$ cat src/rx_addr_cfg.svh
`ifndef RX_ADDR_CFG_SVH
`define RX_ADDR_CFG_SVH
// Register addresses
`define A_RXDATA  4'h0
`define A_RXSTAT  4'h1
`define A_BAUD    4'h2
`define A_TXSTAT  4'h3
`define A_IRQCTL  4'h4
`define A_PIEN    4'h5
`define A_PFLAG   4'h6
`define A_EVST    4'h7
`define A_EVCLR   4'h8
`define A_EVEN    4'h9
// rx_status_control fields
`define B_PORT_EN     7
`define B_NINE_RX     6
`define B_SINGLE_RX   5
`define B_CONT_RX     4
`define B_ADDR_DET    3
`define B_FRAME_ERR   2
`define B_OVERRUN     1
`define B_RX_NINTH    0
// tx_status_control fields
`define B_CLK_SRC     7
`define B_NINE_TX     6
`define B_TX_EN       5
`define B_SYNC_MODE   4
`define B_BAUD_HIGH   2
`define B_TX_EMPTY    1
`define B_TX_NINTH    0
`define TX_EMPTY_VAL  1'b1
// Interrupt control, enable and flag fields
`define B_GLOBAL_EN   7
`define B_PERIPH_GATE 6
`define B_RX_IRQ      5
// Event status bits
`define EVT_CHAR      0
`define EVT_OVR       1
`define EVT_FRM       2
// Receive timing
`define OVS_HALF      4'h7
`define OVS_LAST      4'hf
`define BITS_EIGHT    4'h8
`define BITS_NINE     4'h9
`define LOW_PRESCALE  2'h3
`endif

$ cat src/rx_addr_pkg.sv
package rx_addr_pkg;
  typedef struct packed {
    logic       ninth;
    logic       frameErr;
    logic [7:0] data;
  } rx_char_type;
  typedef struct packed {
    logic [3:0] addr;
    logic [7:0] wrData;
    logic       wr;
    logic       rd;
  } bus_req_type;
  typedef enum logic [1:0] {IDLE, START, DATA, STOP} rx_state_type;
endpackage

$ cat src/async_rx_nine_bit_address_detect.sv
`timescale 1ns/1ns
`include "rx_addr_cfg.svh"
module async_rx_nine_bit_address_detect #(
  parameter int DEPTH = 2
) (
  // Clock and reset
  input  wire logic                      clock,
  input  wire logic                      rst_n,
  // Register port
  input  wire rx_addr_pkg::bus_req_type  busReq,
  output logic [7:0]                     rdData,
  // Serial line
  input  wire logic                      rxLine,
  // Interrupt
  output logic                           irq
);
  localparam int PW = (DEPTH > 1) ? $clog2(DEPTH) : 1;
  localparam logic [PW:0] FULL = (PW+1)'(DEPTH);

  logic                      portEnable_reg, nineBit_reg, singleRx_reg;
  logic                      contRx_reg, addrDet_reg, overrun_reg;
  logic [7:0]                baudDiv_reg;
  logic                      clockSrc_reg, nineTx_reg, transmit_en_reg;
  logic                      syncMode_reg, baudHigh_reg, txNinth_reg;
  logic                      globalEn_reg, periphGate_reg, rxIrqEn_reg;
  logic [2:0]                evtStatus_reg, evtEn_reg;
  logic [7:0]                rdData_reg, rdData_next;
  logic                      irq_reg;
  logic                      rxMeta_reg, rxSync_reg;
  logic [9:0]                baudCnt_reg;
  logic [2:0]                samp_reg;
  rx_addr_pkg::rx_state_type state_reg;
  logic [3:0]                phase_reg, bitCnt_reg;
  logic [8:0]                rxShift_reg;
  rx_addr_pkg::rx_char_type  fifoMem [DEPTH];
  logic [PW-1:0]             wrPtr_reg, rdPtr_reg;
  logic [PW:0]               count_reg;

  logic                      wrHit, rdHit;
  logic                      rxActive, tick, maj, filter;
  logic [9:0]                baudLimit;
  logic [3:0]                nBits;
  logic                      charDone, keep, push, pop, ovrSet;
  rx_addr_pkg::rx_char_type  charWord, head;
  logic                      rxReady;
  logic [2:0]                evtSet;

  assign rdData = rdData_reg;
  assign irq    = irq_reg;
  assign wrHit  = busReq.wr;
  assign rdHit  = busReq.rd;

  // Control registers
  always_ff @(posedge clock) begin
    if (!rst_n) begin
      portEnable_reg <= 1'b0;
      nineBit_reg    <= 1'b0;
      singleRx_reg   <= 1'b0;
      contRx_reg     <= 1'b0;
      addrDet_reg    <= 1'b0;
      baudDiv_reg    <= '0;
      clockSrc_reg   <= 1'b0;
      nineTx_reg     <= 1'b0;
      transmit_en_reg       <= 1'b0;
      syncMode_reg   <= 1'b0;
      baudHigh_reg   <= 1'b0;
      txNinth_reg    <= 1'b0;
      globalEn_reg   <= 1'b0;
      periphGate_reg <= 1'b0;
      rxIrqEn_reg    <= 1'b0;
      evtEn_reg      <= '0;
    end else if (wrHit) begin
      if (busReq.addr == `A_RXSTAT) begin
        portEnable_reg <= busReq.wrData[`B_PORT_EN];
        nineBit_reg    <= busReq.wrData[`B_NINE_RX];
        singleRx_reg   <= busReq.wrData[`B_SINGLE_RX];
        contRx_reg     <= busReq.wrData[`B_CONT_RX];
        addrDet_reg    <= busReq.wrData[`B_ADDR_DET];
      end else if (busReq.addr == `A_BAUD) begin
        baudDiv_reg <= busReq.wrData;
      end else if (busReq.addr == `A_TXSTAT) begin
        clockSrc_reg <= busReq.wrData[`B_CLK_SRC];
        nineTx_reg   <= busReq.wrData[`B_NINE_TX];
        transmit_en_reg     <= busReq.wrData[`B_TX_EN];
        syncMode_reg <= busReq.wrData[`B_SYNC_MODE];
        baudHigh_reg <= busReq.wrData[`B_BAUD_HIGH];
        txNinth_reg  <= busReq.wrData[`B_TX_NINTH];
      end else if (busReq.addr == `A_IRQCTL) begin
        globalEn_reg   <= busReq.wrData[`B_GLOBAL_EN];
        periphGate_reg <= busReq.wrData[`B_PERIPH_GATE];
      end else if (busReq.addr == `A_PIEN) begin
        rxIrqEn_reg <= busReq.wrData[`B_RX_IRQ];
      end else if (busReq.addr == `A_EVEN) begin
        evtEn_reg <= busReq.wrData[2:0];
      end
    end
  end

  // Synchronous mode is not built, so the receiver simply stays off with it set
  assign rxActive = portEnable_reg & contRx_reg & ~syncMode_reg & ~overrun_reg;
  assign filter   = addrDet_reg & nineBit_reg;

  // Line synchroniser
  always_ff @(posedge clock) begin
    if (!rst_n) begin
      rxMeta_reg <= 1'b1;
      rxSync_reg <= 1'b1;
    end else begin
      rxMeta_reg <= rxLine;
      rxSync_reg <= rxMeta_reg;
    end
  end

  // Oversampling tick: divisor+1 clocks at high speed, four times that otherwise
  assign baudLimit = baudHigh_reg ? {2'h0, baudDiv_reg} : {baudDiv_reg, `LOW_PRESCALE};
  assign tick      = (baudCnt_reg == baudLimit);

  always_ff @(posedge clock) begin
    if (!rst_n || !portEnable_reg) begin
      baudCnt_reg <= '0;
    end else if (tick) begin
      baudCnt_reg <= '0;
    end else begin
      baudCnt_reg <= baudCnt_reg + 10'h001;
    end
  end

  // Majority of the last three oversamples
  always_ff @(posedge clock) begin
    if (!rst_n) begin
      samp_reg <= '1;
    end else if (tick) begin
      samp_reg <= {samp_reg[1:0], rxSync_reg};
    end
  end
  assign maj = (samp_reg[0] & samp_reg[1]) | (samp_reg[0] & samp_reg[2]) | (samp_reg[1] & samp_reg[2]);

  assign nBits = nineBit_reg ? `BITS_NINE : `BITS_EIGHT;

  // Bit recovery
  always_ff @(posedge clock) begin
    if (!rst_n || !rxActive) begin
      state_reg   <= rx_addr_pkg::IDLE;
      phase_reg   <= '0;
      bitCnt_reg  <= '0;
      rxShift_reg <= '0;
    end else if (tick) begin
      case (state_reg)
        rx_addr_pkg::IDLE: begin
          phase_reg <= '0;
          if (!rxSync_reg) begin
            state_reg <= rx_addr_pkg::START;
          end
        end
        rx_addr_pkg::START: begin
          // A glitch that is gone by mid start bit is dropped silently
          if (phase_reg == `OVS_HALF) begin
            phase_reg  <= '0;
            bitCnt_reg <= '0;
            state_reg  <= maj ? rx_addr_pkg::IDLE : rx_addr_pkg::DATA;
          end else begin
            phase_reg <= phase_reg + 4'h1;
          end
        end
        rx_addr_pkg::DATA: begin
          if (phase_reg == `OVS_LAST) begin
            phase_reg   <= '0;
            rxShift_reg <= {maj, rxShift_reg[8:1]};
            bitCnt_reg  <= bitCnt_reg + 4'h1;
            if (bitCnt_reg == nBits - 4'h1) begin
              state_reg <= rx_addr_pkg::STOP;
            end
          end else begin
            phase_reg <= phase_reg + 4'h1;
          end
        end
        rx_addr_pkg::STOP: begin
          if (phase_reg == `OVS_LAST) begin
            phase_reg <= '0;
            state_reg <= rx_addr_pkg::IDLE;
          end else begin
            phase_reg <= phase_reg + 4'h1;
          end
        end
        default: begin
          state_reg <= rx_addr_pkg::IDLE;
        end
      endcase
    end
  end

  assign charDone          = tick & (state_reg == rx_addr_pkg::STOP) & (phase_reg == `OVS_LAST);
  assign charWord.data     = nineBit_reg ? rxShift_reg[7:0] : rxShift_reg[8:1];
  assign charWord.ninth    = nineBit_reg & rxShift_reg[8];
  assign charWord.frameErr = ~maj;

  // FIFO control
  assign keep   = charDone & ~(filter & ~charWord.ninth);
  assign pop    = rdHit & (busReq.addr == `A_RXDATA) & (count_reg != '0);
  assign push   = keep & ((count_reg != FULL) | pop);
  assign ovrSet = keep & (count_reg == FULL) & ~pop;
  assign head   = fifoMem[rdPtr_reg];

  always_ff @(posedge clock) begin
    if (push) begin
      fifoMem[wrPtr_reg] <= charWord;
    end
  end

  always_ff @(posedge clock) begin
    if (!rst_n || !portEnable_reg) begin
      wrPtr_reg <= '0;
      rdPtr_reg <= '0;
      count_reg <= '0;
    end else begin
      if (push) begin
        wrPtr_reg <= (wrPtr_reg == PW'(DEPTH-1)) ? '0 : wrPtr_reg + PW'(1);
      end
      if (pop) begin
        rdPtr_reg <= (rdPtr_reg == PW'(DEPTH-1)) ? '0 : rdPtr_reg + PW'(1);
      end
      if (push && !pop) begin
        count_reg <= count_reg + (PW+1)'(1);
      end else if (pop && !push) begin
        count_reg <= count_reg - (PW+1)'(1);
      end
    end
  end

  // Overrun only ends through continuous receive or port enable going low
  always_ff @(posedge clock) begin
    if (!rst_n || !portEnable_reg || !contRx_reg) begin
      overrun_reg <= 1'b0;
    end else if (ovrSet) begin
      overrun_reg <= 1'b1;
    end
  end

  assign rxReady = (count_reg != '0);

  // Sticky event status; a new event beats a clear in the same cycle
  always_comb begin
    evtSet           = '0;
    evtSet[`EVT_CHAR] = push;
    evtSet[`EVT_OVR]  = ovrSet;
    evtSet[`EVT_FRM]  = push & charWord.frameErr;
  end

  always_ff @(posedge clock) begin
    if (!rst_n) begin
      evtStatus_reg <= '0;
    end else if (wrHit && busReq.addr == `A_EVCLR) begin
      evtStatus_reg <= (evtStatus_reg & ~busReq.wrData[2:0]) | evtSet;
    end else begin
      evtStatus_reg <= evtStatus_reg | evtSet;
    end
  end

  always_ff @(posedge clock) begin
    if (!rst_n) begin
      irq_reg <= 1'b0;
    end else begin
      irq_reg <= globalEn_reg & ((rxReady & rxIrqEn_reg & periphGate_reg) | (|(evtStatus_reg & evtEn_reg)));
    end
  end

  // Read mux; status reads have no side effect, only a data read advances the FIFO
  always_comb begin
    rdData_next = '0;
    if (busReq.addr == `A_RXDATA) begin
      rdData_next = (count_reg != '0) ? head.data : '0;
    end else if (busReq.addr == `A_RXSTAT) begin
      rdData_next[`B_PORT_EN]   = portEnable_reg;
      rdData_next[`B_NINE_RX]   = nineBit_reg;
      rdData_next[`B_SINGLE_RX] = singleRx_reg;
      rdData_next[`B_CONT_RX]   = contRx_reg;
      rdData_next[`B_ADDR_DET]  = addrDet_reg;
      rdData_next[`B_FRAME_ERR] = rxReady & head.frameErr;
      rdData_next[`B_OVERRUN]   = overrun_reg;
      rdData_next[`B_RX_NINTH]  = rxReady & head.ninth;
    end else if (busReq.addr == `A_BAUD) begin
      rdData_next = baudDiv_reg;
    end else if (busReq.addr == `A_TXSTAT) begin
      rdData_next[`B_CLK_SRC]   = clockSrc_reg;
      rdData_next[`B_NINE_TX]   = nineTx_reg;
      rdData_next[`B_TX_EN]     = transmit_en_reg;
      rdData_next[`B_SYNC_MODE] = syncMode_reg;
      rdData_next[`B_BAUD_HIGH] = baudHigh_reg;
      rdData_next[`B_TX_EMPTY]  = `TX_EMPTY_VAL;
      rdData_next[`B_TX_NINTH]  = txNinth_reg;
    end else if (busReq.addr == `A_IRQCTL) begin
      rdData_next[`B_GLOBAL_EN]   = globalEn_reg;
      rdData_next[`B_PERIPH_GATE] = periphGate_reg;
    end else if (busReq.addr == `A_PIEN) begin
      rdData_next[`B_RX_IRQ] = rxIrqEn_reg;
    end else if (busReq.addr == `A_PFLAG) begin
      rdData_next[`B_RX_IRQ] = rxReady;
    end else if (busReq.addr == `A_EVST) begin
      rdData_next[2:0] = evtStatus_reg;
    end else if (busReq.addr == `A_EVEN) begin
      rdData_next[2:0] = evtEn_reg;
    end
  end

  always_ff @(posedge clock) begin
    if (!rst_n) begin
      rdData_reg <= '0;
    end else begin
      rdData_reg <= rdHit ? rdData_next : '0;
    end
  end
endmodule

$ cat config.mk
export PLATFORM = sky130hd
export DESIGN_NAME = async_rx_nine_bit_address_detect
export DESIGN_NICKNAME = d
export VERILOG_FILES = /design/src/rx_addr_pkg.sv /design/src/async_rx_nine_bit_address_detect.sv
export VERILOG_INCLUDE_DIRS = /design/src
export SDC_FILE = /design/constraint.sdc
export NUM_CORES = 1
export LEC_CHECK = 0
export BUFFER_PORTS_ARGS = -buffer_cell sky130_fd_sc_hd__buf_2
export CORE_MARGIN = 2
export CORE_UTILIZATION = 61
export CTS_CLUSTER_SIZE = 14
export DETAILED_ROUTE_END_ITERATION = 8
export MAX_ROUTING_LAYER = met4
export PLACE_DENSITY = 0.81
export SLEW_MARGIN = 20
export SYNTH_ARGS = -nofsm -noshare
export SYNTH_HDL_FRONTEND = slang
export SYNTH_SLANG_ARGS = --single-unit
$ cat constraint.sdc
create_clock -name clock -period 3.6 [get_ports clock]
set_input_delay 0.36 -clock clock [delete_from_list [all_inputs] [get_ports clock]]
set_output_delay 0.36 -clock clock [all_outputs]
set_load 0.02 [all_outputs]
# --- Yosys cells after proc, flatten, opt, wreduce, memory -nomap -nowiden ---
# Memories as Yosys holds them, arrays and structs flattened. A register that Yosys moved wholly into a read port is not among the register bits.
# Cells that the tools add are included.
# Widths: inputs -> output; s select.
totals:
  ramBits: 20
  word_cells: 179
  input_bits: 17
  memories: 1
  regBits: 76
mem_list:
  columns: ["name", "depth", "word_bits", "read_ports", "rd_ports_with_merged_regs", "write_ports", "line_no", "text"]
  rows:
  - ["fifoMem", 2, 10, 1, 1, 1, "async_rx_nine_bit_address_detect.sv:35", "rx_addr_pkg::rx_char_type fifoMem [DEPTH];"]
op_classes:
  muxes: 43
  n_eq_ne: 23
  add_sub_neg: 8
  bitwise_logic: 43
  reduce_logical: 30
ops:
  columns: ["operator", "n"]
  rows:
  - ["$mux 8", 4]
  - ["$mux 3", 9]
  - ["$and 1x1->1", 23]
  - ["$eq 4x3->1 const B", 5]
  - ["$mux 4", 5]
  - ["$mux 2", 9]
  - ["$eq 4x4->1 const B", 3]
  - ["$mux 1", 12]
  - ["$ne 2x2->1 const B", 6]
  - ["$pmux 4 s3", 1]
  - ["$reduce_and 6->1", 2]
  - ["$not 1->1", 11]
  - ["$add 10x1->10 const B", 1]
  - ["$eq 10x10->1", 1]
  - ["$mux 10", 1]
  - ["$add 4x1->4 const B", 2]
  - ["$eq 4x2->1 const B", 2]
  - ["$pmux 2 s4", 1]
  - ["$pmux 4 s2", 1]
  - ["$reduce_and 4->1", 2]
  - ["$reduce_and 7->1", 1]
  - ["$and 3x3->3", 2]
  - ["$eq 2x2->1 const B", 3]
  - ["$logic_not 1->1", 6]
  - ["20 further kinds", 34]

# --- Depth between registers and ports, before layout ---
# Gate-level depths: netlist of run 1.
depth:
  ltp_word: 10
  mapped_depth: 10
  mapped_depth_nobuf: 9

# --- Worst setup path before layout of run 1 ---
# No wires, ideal clock.
synth_timing:
  path_kind: "in2reg"
  start: "input port busReq[13] (netlist bit)"
  end: "memory fifoMem[0][0] (netlist bit) (enable)"
  t_arrival_ps: 2182
  setup_slack_ps: 1040
  cell_stages: 7
  path_buffers: 2
  cell_sequence: "clkbuf_1 -> or2_2 -> clkbuf_1 -> nor2_1 -> a311o_1 -> nor3b_2 -> nor2b_1"
synth_via:
  elab_chain_len: 7
synth_lines:
  columns: ["element", "line_no", "text"]
  rows:
  - ["from (decl)", "async_rx_nine_bit_address_detect.sv:10", "input wire rx_addr_pkg::bus_req_type busReq,"]
  - ["$logic_not 4->1 (no line)", null, null]
  - ["$and 1x1->1 (2 in a row)", "async_rx_nine_bit_address_detect.sv:199", "assign pop = rdHit & (busReq.addr == `A_RXDATA) & (count_reg != '0);"]
  - ["$or 1x1->1", "async_rx_nine_bit_address_detect.sv:200", "assign push = keep & ((count_reg != FULL) | pop);"]
  - ["$and 1x1->1", "async_rx_nine_bit_address_detect.sv:200", null]
  - ["$mux 1", "async_rx_nine_bit_address_detect.sv:205", "if (push) begin"]
  - ["$mux 1 (not written as such)", "async_rx_nine_bit_address_detect.sv:206", "fifoMem[wrPtr_reg] <= charWord;"]
  - ["to (decl)", "async_rx_nine_bit_address_detect.sv:35", null]
# No other way between the ends.

# --- Final worst setup path of run 1 ---
layout_timing:
  start: "register baudHigh_reg"
  end: "register count_reg[1]"
layout_via:
  elab_chain_len: 9
  elab_cells_between_ends: 11
layout_lines:
  columns: ["element", "line_no", "text"]
  rows:
  - ["from (decl)", "async_rx_nine_bit_address_detect.sv:24", "logic syncMode_reg, baudHigh_reg, txNinth_reg;"]
  - ["from (signal assigned)", "async_rx_nine_bit_address_detect.sv:86", "baudHigh_reg <= busReq.wrData[`B_BAUD_HIGH];"]
  - ["$mux 10 *", "async_rx_nine_bit_address_detect.sv:115", "assign baudLimit = baudHigh_reg ? {2'h0, baudDiv_reg} : {baudDiv_reg, `LOW_PRESCALE};"]
  - ["$eq 10x10->1 *", "async_rx_nine_bit_address_detect.sv:116", "assign tick = (baudCnt_reg == baudLimit);"]
  - ["$and 1x1->1 * (2 in a row)", "async_rx_nine_bit_address_detect.sv:192", "assign charDone = tick & (state_reg == rx_addr_pkg::STOP) & (phase_reg == `OVS_LAST);"]
  - ["$and 1x1->1 *", "async_rx_nine_bit_address_detect.sv:198", "assign keep = charDone & ~(filter & ~charWord.ninth);"]
  - ["$and 1x1->1 *", "async_rx_nine_bit_address_detect.sv:200", null]
  - ["$logic_not 1->1", "async_rx_nine_bit_address_detect.sv:224", "end else if (pop && !push) begin"]
  - ["$logic_and 1x1->1", "async_rx_nine_bit_address_detect.sv:224", null]
  - ["$reduce_bool 2->1 (no line)", null, null]
  - ["to (signal assigned)", "async_rx_nine_bit_address_detect.sv:223", "count_reg <= count_reg + (PW+1)'(1);"]
  - ["to (signal assigned)", "async_rx_nine_bit_address_detect.sv:225", "count_reg <= count_reg - (PW+1)'(1);"]
  - ["to (decl)", "async_rx_nine_bit_address_detect.sv:37", "logic [PW:0] count_reg;"]
# Mark *: on every way between the ends. The rest lies on a longest branch, timed or not.
# A chain may end at the register's enable or synchronous reset.

==> results of run 1 <==
worst register-to-register path: cells and delay by family, from the launching register on:
family | cells | cell delay (ps)
mux | 1 | 280
xor+xnor | 1 | 120
compound gates | 1 | 130
flops | 1 | 680
fa+ha+maj | 1 | 340
simple gates | 4 | 1340
cell type report:
type | instances | area (µm²)
multi-input cells | 351 | 2296
inverters | 6 | 22.52
well taps | 99 | 123.9
repair buffers | 28 | 147.6
clock buffers | 9 | 123.9
fillers | 603 | 2332
flip-flops and latches | 97 | 2142
clock inverters | 7 | 65.06
where the power goes:
| group | internal, mW | switching (mW) | leakage, nW |
|---|---|---|---|
| Sequential | 1.11 | 0.00533 | 0.843 |
| Combinational | 0.0277 | 0.0491 | 0.836 |
| Clock | 0.271 | 0.414 | 0.0951 |
metrics by stage:
step | hold slack [ps] | utilization (%) | power [mW] | cells | area, µm²
6_report | 173.8 | 67.85 | 1.874 | 597 | 4921
3_3_place_gp | 392.9 | 65.24 | 1.212 | 581 | 4732
5_1_grt | 186.2 | 67.85 | 1.934 | 597 | 4921
3_5_place_dp | 395.2 | 65.24 | 1.213 | 581 | 4732
2_1_floorplan | 386.3 | - | 1.186 | 478 | 4554
4_1_cts | 169.8 | 67.85 | 1.882 | 597 | 4921
cells by family (layout without fill, tap and decap cells):
group,count (synthesis),count (layout),synth area share (%)
fa+ha+maj,5,5,1.319
compound gates,82,82,12.09
xor+xnor,20,20,3.846
flops,97,97,47.03
buf+inv,30,50,2.664
mux,51,51,11.54
simple gates,193,193,21.51
cells in the final DEF (no fill, tap or decap), types with 4 or more instances in the layout:
master | Yosys | final
nor3b_1 | 4 | 4
clkbuf_8 | 0 | 9
xor2_1 | 8 | 8
edfxtp_1 | 20 | 20
or2_2 | 5 | 5
nand2b_1 | 6 | 6
inv_1 | 6 | 6
buf_2 | 1 | 25
ha_1 | 4 | 4
a21oi_1 | 17 | 17
nor3_1 | 7 | 6
a222oi_1 | 4 | 4
inv_6 | 0 | 4
mux2_2 | 12 | 12
o21ai_0 | 23 | 23
xnor2_1 | 12 | 12
and3_1 | 6 | 6
a21boi_0 | 8 | 8
mux2i_1 | 39 | 39
a31oi_1 | 4 | 4
nand2_1 | 52 | 52
or3_1 | 4 | 4
nor2_1 | 41 | 41
nand3_1 | 29 | 29
nor2b_1 | 23 | 23
dfxtp_1 | 77 | 77
per-layer routing:
metal	share of wire [%]	up-vias	wire (µm)	global-route usage [%]
li1	-	1729	-	-
met2	46	98	4348	36.40
met4	2.4	0	227	11.03
met3	5.2	17	491	3.088
met1	46	1617	4394	32.13
met5	0	-	0	-
final timing paths:
check,end,slack [ps],cells past startpoint
setup / recovery,count_reg[1],660,8
hold / removal,rxMeta_reg,170,2
hold reg to reg,rxSync_reg,410,1
setup reg to reg,count_reg[1],660,8
==> impl_metrics.py, run 1 <==
metrics = {
    "logic_synthesis": {
        "yosys.cell_count.top_type": "dfxtp_1",
        "synth_nets": 499,
        "synth_common_cells": "dfxtp_1 (77), nand2_1 (52), nor2_1 (41)",
        "synth_edf_count": 20,
        "yosysSeqAreaShare_pct": 47.03,
        "ys_ff_latch": 97,
        "syn_inst": 478,
        "synth_top_area_cell": "dfxtp_1",
        "yosysTopAreaCellShare_pct": 33.85,
        "synth.distinct_cells": 57,
        "synthFlopType": "dfxtp_1",
        "yosys_warnings": 0,
        "ys_top_cells_by_area": "dfxtp_1 (34%), edfxtp_1 (13%), mux2i_1 (8.6%)",
        "postSynth.asyncResetShare_pct": 0,
        "netlist_area_um2": 4554,
        "avgSynthCellArea_um2": 9.528,
    },
    "finish": {
        "largest_reg_flops": 20,
        "antennaDiodeCount": 0,
        "nNetsFinal": 514,
        "area_growth_pct": 8.049,
        "drive_gt1_share_pct": 13.45,
    },
    "die": {
        "placementRows": 31,
        "die_w_um": 90.41,
        "dieArea_um2": 8173,
        "fp.dieH_um": 90.41,
        "placeableCoreArea_um2": 7253,
        "initial_core_util_pct": 62.79,
        "io_pins": 26,
    },
    "timing": {
        "fin_crit_sh_pct": 81.78,
        "setup_viol_count_final": 0,
        "hold_violations": 0,
        "max_slew_margin_pct": 57.50,
        "clock_skew_ps": 9.017,
        "rsz0062_at_grt": "no",
        "worst_pin_slew_ps": 635.6,
        "slew_viol_final": 0,
        "min_period_ps": 2944,
        "max_freq_ghz": 0.3397,
        "fin_setup_tns_ps": 0,
        "setup_ws_ps": 656.0,
    },
    "critical_path": {
        "endpoint_kind": "flop",
        "critPathTopFamily": "simple AND/OR/NAND/NOR gates",
        "start_kind": "flop",
        "cp.required_ps": 3910,
        "path_cells": "mux2i_1 > xnor2_1 > nor4_4 > nand3_4 > nor3b_2 > ha_1 > or3_1 > a21oi_1",
        "cp.arrival_ps": 3260,
        "critPathMaxStageDelay_ps": 680,
        "critPathLaunch": "baudHigh_reg",
        "worstSetupPathType": "reg -> reg",
        "crit_buf_inv": 0,
        "slowest_stage": "dfxtp_1",
        "critPathMaxFanout": 13,
        "r2r-start": "baudHigh_reg",
    },
    "place": {
        "io_buffers": 25,
        "dp_hpwl_um": 6788,
        "place.gp.congestion": 0.9443,
        "pre_cts_ws_ps": 673.0,
    },
    "drt": {
        "firstDrtPassIters": 5,
        "vias": 3461,
        "antenna_left": 0,
        "post-route-drc-count": 0,
        "drt_iter0_drc": 333,
        "vias_per_cell": 5.797,
        "routedWlPerCell_um": 15.85,
        "wirelength_um": 9461,
    },
    "clock_network": {
        "ctsHoldBuffers": 0,
        "clkLatencyLatePin_ps": 370,
        "clock_path_buffers": 2,
        "cts_tree": "done",
        "clockRootBuffer": "clkbuf_8",
        "post_cts_buffers": 0,
        "cts_buffers": 9,
        "htreeDepth": 3,
        "path_clk_slew_ps": 100,
        "cts.sinks": 97,
        "post_cts_resized": 0,
    },
    "global_routing": {
        "grt_pass1_wl_um": 15060,
        "overflow": 0,
        "grt_max_degree": 41,
        "grt_pass1_vias": 3105,
        "grt_usage_pct": 23.95,
        "antenna_found_initial": 0,
    },
    "status": {
        "outcome": "complete, no violations",
    },
    "run": {
        "cap_viol_max_count": 0,
    },
    "power": {
        "p_leak_nw": 1.774,
        "vdd_ir_drop_max_mv": 0.2313,
        "powerDensity_nw_per_um2": 380.9,
    },
    "worst_hold_path": {
        "hold_path.class": "in -> reg",
        "min_from": "rxLine",
    },
}
Note: power is estimated with default switching activity, not from simulation.
==> run 2, diff against run 1 <==
ABC_AREA = 1   (was default)
CORE_UTILIZATION = 60   (was 61)
PLACE_DENSITY = 0.8   (was 0.81)
clock period = 2.8 ns   (was 3.6 ns; I/O delays follow)
==> impl_metrics.py, run 2 <==
metrics = {
    "status": {
        "outcome": "complete, no violations",
    },
    "logic_synthesis": {
        "yosys.cell_count.top_type": "nand2_1",
        "yosysTopAreaCellShare_pct": 34.24,
        "synthFlopType": "dfxtp_1",
        "ys_ff_latch": 97,
        "avgSynthCellArea_um2": 7.380,
        "yosys_warnings": 0,
        "postSynth.asyncResetShare_pct": 0,
        "synth_edf_count": 20,
        "syn_inst": 610,
        "synth_common_cells": "nand2_1 (148), dfxtp_1 (77), inv_1 (77)",
        "yosysSeqAreaShare_pct": 47.58,
        "synth_top_area_cell": "dfxtp_1",
        "synth_nets": 631,
        "synth.distinct_cells": 34,
        "ys_top_cells_by_area": "dfxtp_1 (34%), edfxtp_1 (13%), nand2_1 (12%)",
        "netlist_area_um2": 4502,
    },
    "finish": {
        "antennaDiodeCount": 0,
        "mostFrequentLayoutCells": "nand2_1 (148), inv_1 (77), dfxtp_1 (76)",
        "drive_gt1_share_pct": 9.020,
        "layout.cells.non_filler": 742,
        "area_growth_pct": 9.283,
        "largest_reg_flops": 20,
        "fill_cells": 617,
        "final_common_cell": "nand2_1",
        "nNetsFinal": 660,
    },
    "die": {
        "fp.dieH_um": 90.62,
        "die_w_um": 90.62,
        "io_pins": 26,
        "placeableCoreArea_um2": 7253,
        "initial_core_util_pct": 62.07,
        "dieArea_um2": 8212,
        "placementRows": 31,
    },
    "global_routing": {
        "grt_pass1_wl_um": 17400,
        "grt_max_degree": 22,
        "overflow": 0,
        "grt_usage_pct": 27.01,
        "antenna_found_initial": 0,
        "grt_pass1_vias": 3811,
    },
    "critical_path": {
        "worst-r2r-cell-count": 15,
        "rr_endpoint": "count_reg[1]",
        "critPathMaxFanout": 17,
        "r2r-start": "baudHigh_reg",
        "start_kind": "flop",
        "worstSetupEndpoint": "count_reg[1]",
        "reg2reg_slack_ps": 310,
        "endpoint_kind": "flop",
        "worstSetupPathType": "reg -> reg",
        "cp.arrival_ps": 2740,
        "critPathLaunch": "baudHigh_reg",
        "cp.required_ps": 3050,
    },
    "clock_network": {
        "cts.sinks": 97,
        "post_cts_buffers": 0,
        "cts_buffers": 9,
        "cts_tree": "done",
        "clkLatencyLatePin_ps": 370,
        "clockRootBuffer": "clkbuf_8",
        "clock_path_buffers": 2,
        "htreeDepth": 3,
        "path_clk_slew_ps": 90,
    },
    "drt": {
        "vias": 4079,
        "post-route-drc-count": 0,
        "antenna_left": 0,
        "firstDrtPassIters": 5,
        "wirelength_um": 10310,
        "vias_per_cell": 5.497,
        "drt_iter0_drc": 306,
        "routedWlPerCell_um": 13.89,
    },
    "timing": {
        "rsz0062_at_grt": "no",
        "fin_crit_sh_pct": 88.93,
        "setup_viol_count_final": 0,
        "worst_pin_slew_ps": 579.1,
        "max_slew_margin_pct": 61.35,
        "fin_setup_tns_ps": 0,
        "clock_skew_ps": 13.47,
        "slew_viol_final": 0,
        "max_freq_ghz": 0.4016,
        "hold_violations": 0,
        "min_period_ps": 2490,
    },
    "run": {
        "cap_viol_max_count": 0,
    },
    "place": {
        "place.gp.congestion": 0.8509,
        "dp_hpwl_um": 7595,
        "post-place-cells": 727,
        "io_buffers": 25,
    },
    "power": {
        "total_power_mw": 2.434,
        "p_leak_nw": 1.998,
        "vdd_ir_drop_max_mv": 0.3518,
        "powerDensity_nw_per_um2": 494.7,
    },
    "worst_hold_path": {
        "hold_path.class": "in -> reg",
    },
}
[run 2: changes by cell type after synthesis, sizes merged, moves of 6 or more]
cell,change
a21boi,-8
a21oi,+35
and3,-6
clkbuf,-11
inv,+73
mux2,-12
mux2i,-37
nand2,+97
nand2b,-6
nand3,+15
nor2,+30
nor2b,-23
o21ai,+27
xnor2,-12
[run 2: metrics by stage]
step	utilization [%]	worst slack (ps)	hold slack, ps	area [µm²]
after floorplan	-	599.4	386.6	4502
after detailed placement	65.17	122.7	404.9	4727
final	67.83	309.9	111.1	4920
after global placement	65.17	370.0	396.4	4727
after CTS	67.81	104.4	109.4	4918
after global routing	67.83	67.17	121.3	4920
[run 2: kinds of logic after synthesis]
kind of cell	count (synthesis)	share of synthesized area (%)
and+or+nand+nor	285	26.60
DFF	97	47.58
buffers and inverters	95	8.560
xor gates and xnor gates	8	1.556
AOI/OAI and AO/OA	119	14.15
muxes	2	0.4447
adders and majority gates	4	1.112
[run 2: worst min-delay path by stage]
stage	from	end	slack (ps)	cells past startpoint
global route	rxLine	rxMeta_reg	120	2
finish	rxLine	rxMeta_reg	110	2
CTS	rxLine	rxMeta_reg	110	2
global placement	rxMeta_reg	rxSync_reg	400	1
detailed placement	rxMeta_reg	rxSync_reg	400	1
floorplan	rxLine	rxMeta_reg	390	1
[run 2: repair_timing]
| item | 4_1_cts | 5_1_grt |
|---|---|---|
| gates resized for setup | 0 | 1 |
| hold buffers | 0 | 0 |
| endpoints found under the setup margin | 0 | 1 |
[run 2: critical path, stage by stage, from the launching register on]
cell	delay [ps]
dfxtp_2	540
inv_4	150
nand2_1	110
nand3_1	70
nand2_1	90
nand2_1	60
nor2_2	100
nand2_2	80
nor2_2	140
nand3_1	170
inv_1	90
ha_1	250
a21oi_1	120
o21ai_0	130
o21ai_0	220
a21oi_1	60
[run 2: metal layers]
| layer | GRT usage (%) | vias to the layer above | wire [µm] |
|---|---|---|---|
| met5 | - | - | 0 |
| met2 | 42.66 | 127 | 4791 |
| li1 | - | 2037 | - |
| met4 | 10.13 | 0 | 218 |
| met1 | 34.23 | 1887 | 4632 |
| met3 | 5.843 | 28 | 663 |
[run 2: cell type report]
cell class / count / area [µm²] / share of cell area [%]
multi-input combinational: 418 / 1974 / 40.13
timing repair buffer: 32 / 177.7 / 3.611
sequential: 97 / 2143 / 43.57
inverter: 81 / 309.0 / 6.282
clock buffer: 9 / 123.9 / 2.518
tap: 99 / 123.9 / 2.518
clock inverter: 6 / 67.56 / 1.373
[run 2: where the power goes]
part	internal, mW	leakage [nW]	switching (mW)
Sequential	1.43	0.845	0.00844
Clock	0.411	0.0933	0.495
Combinational	0.0282	1.06	0.0644
Total	1.87	2.00	0.568
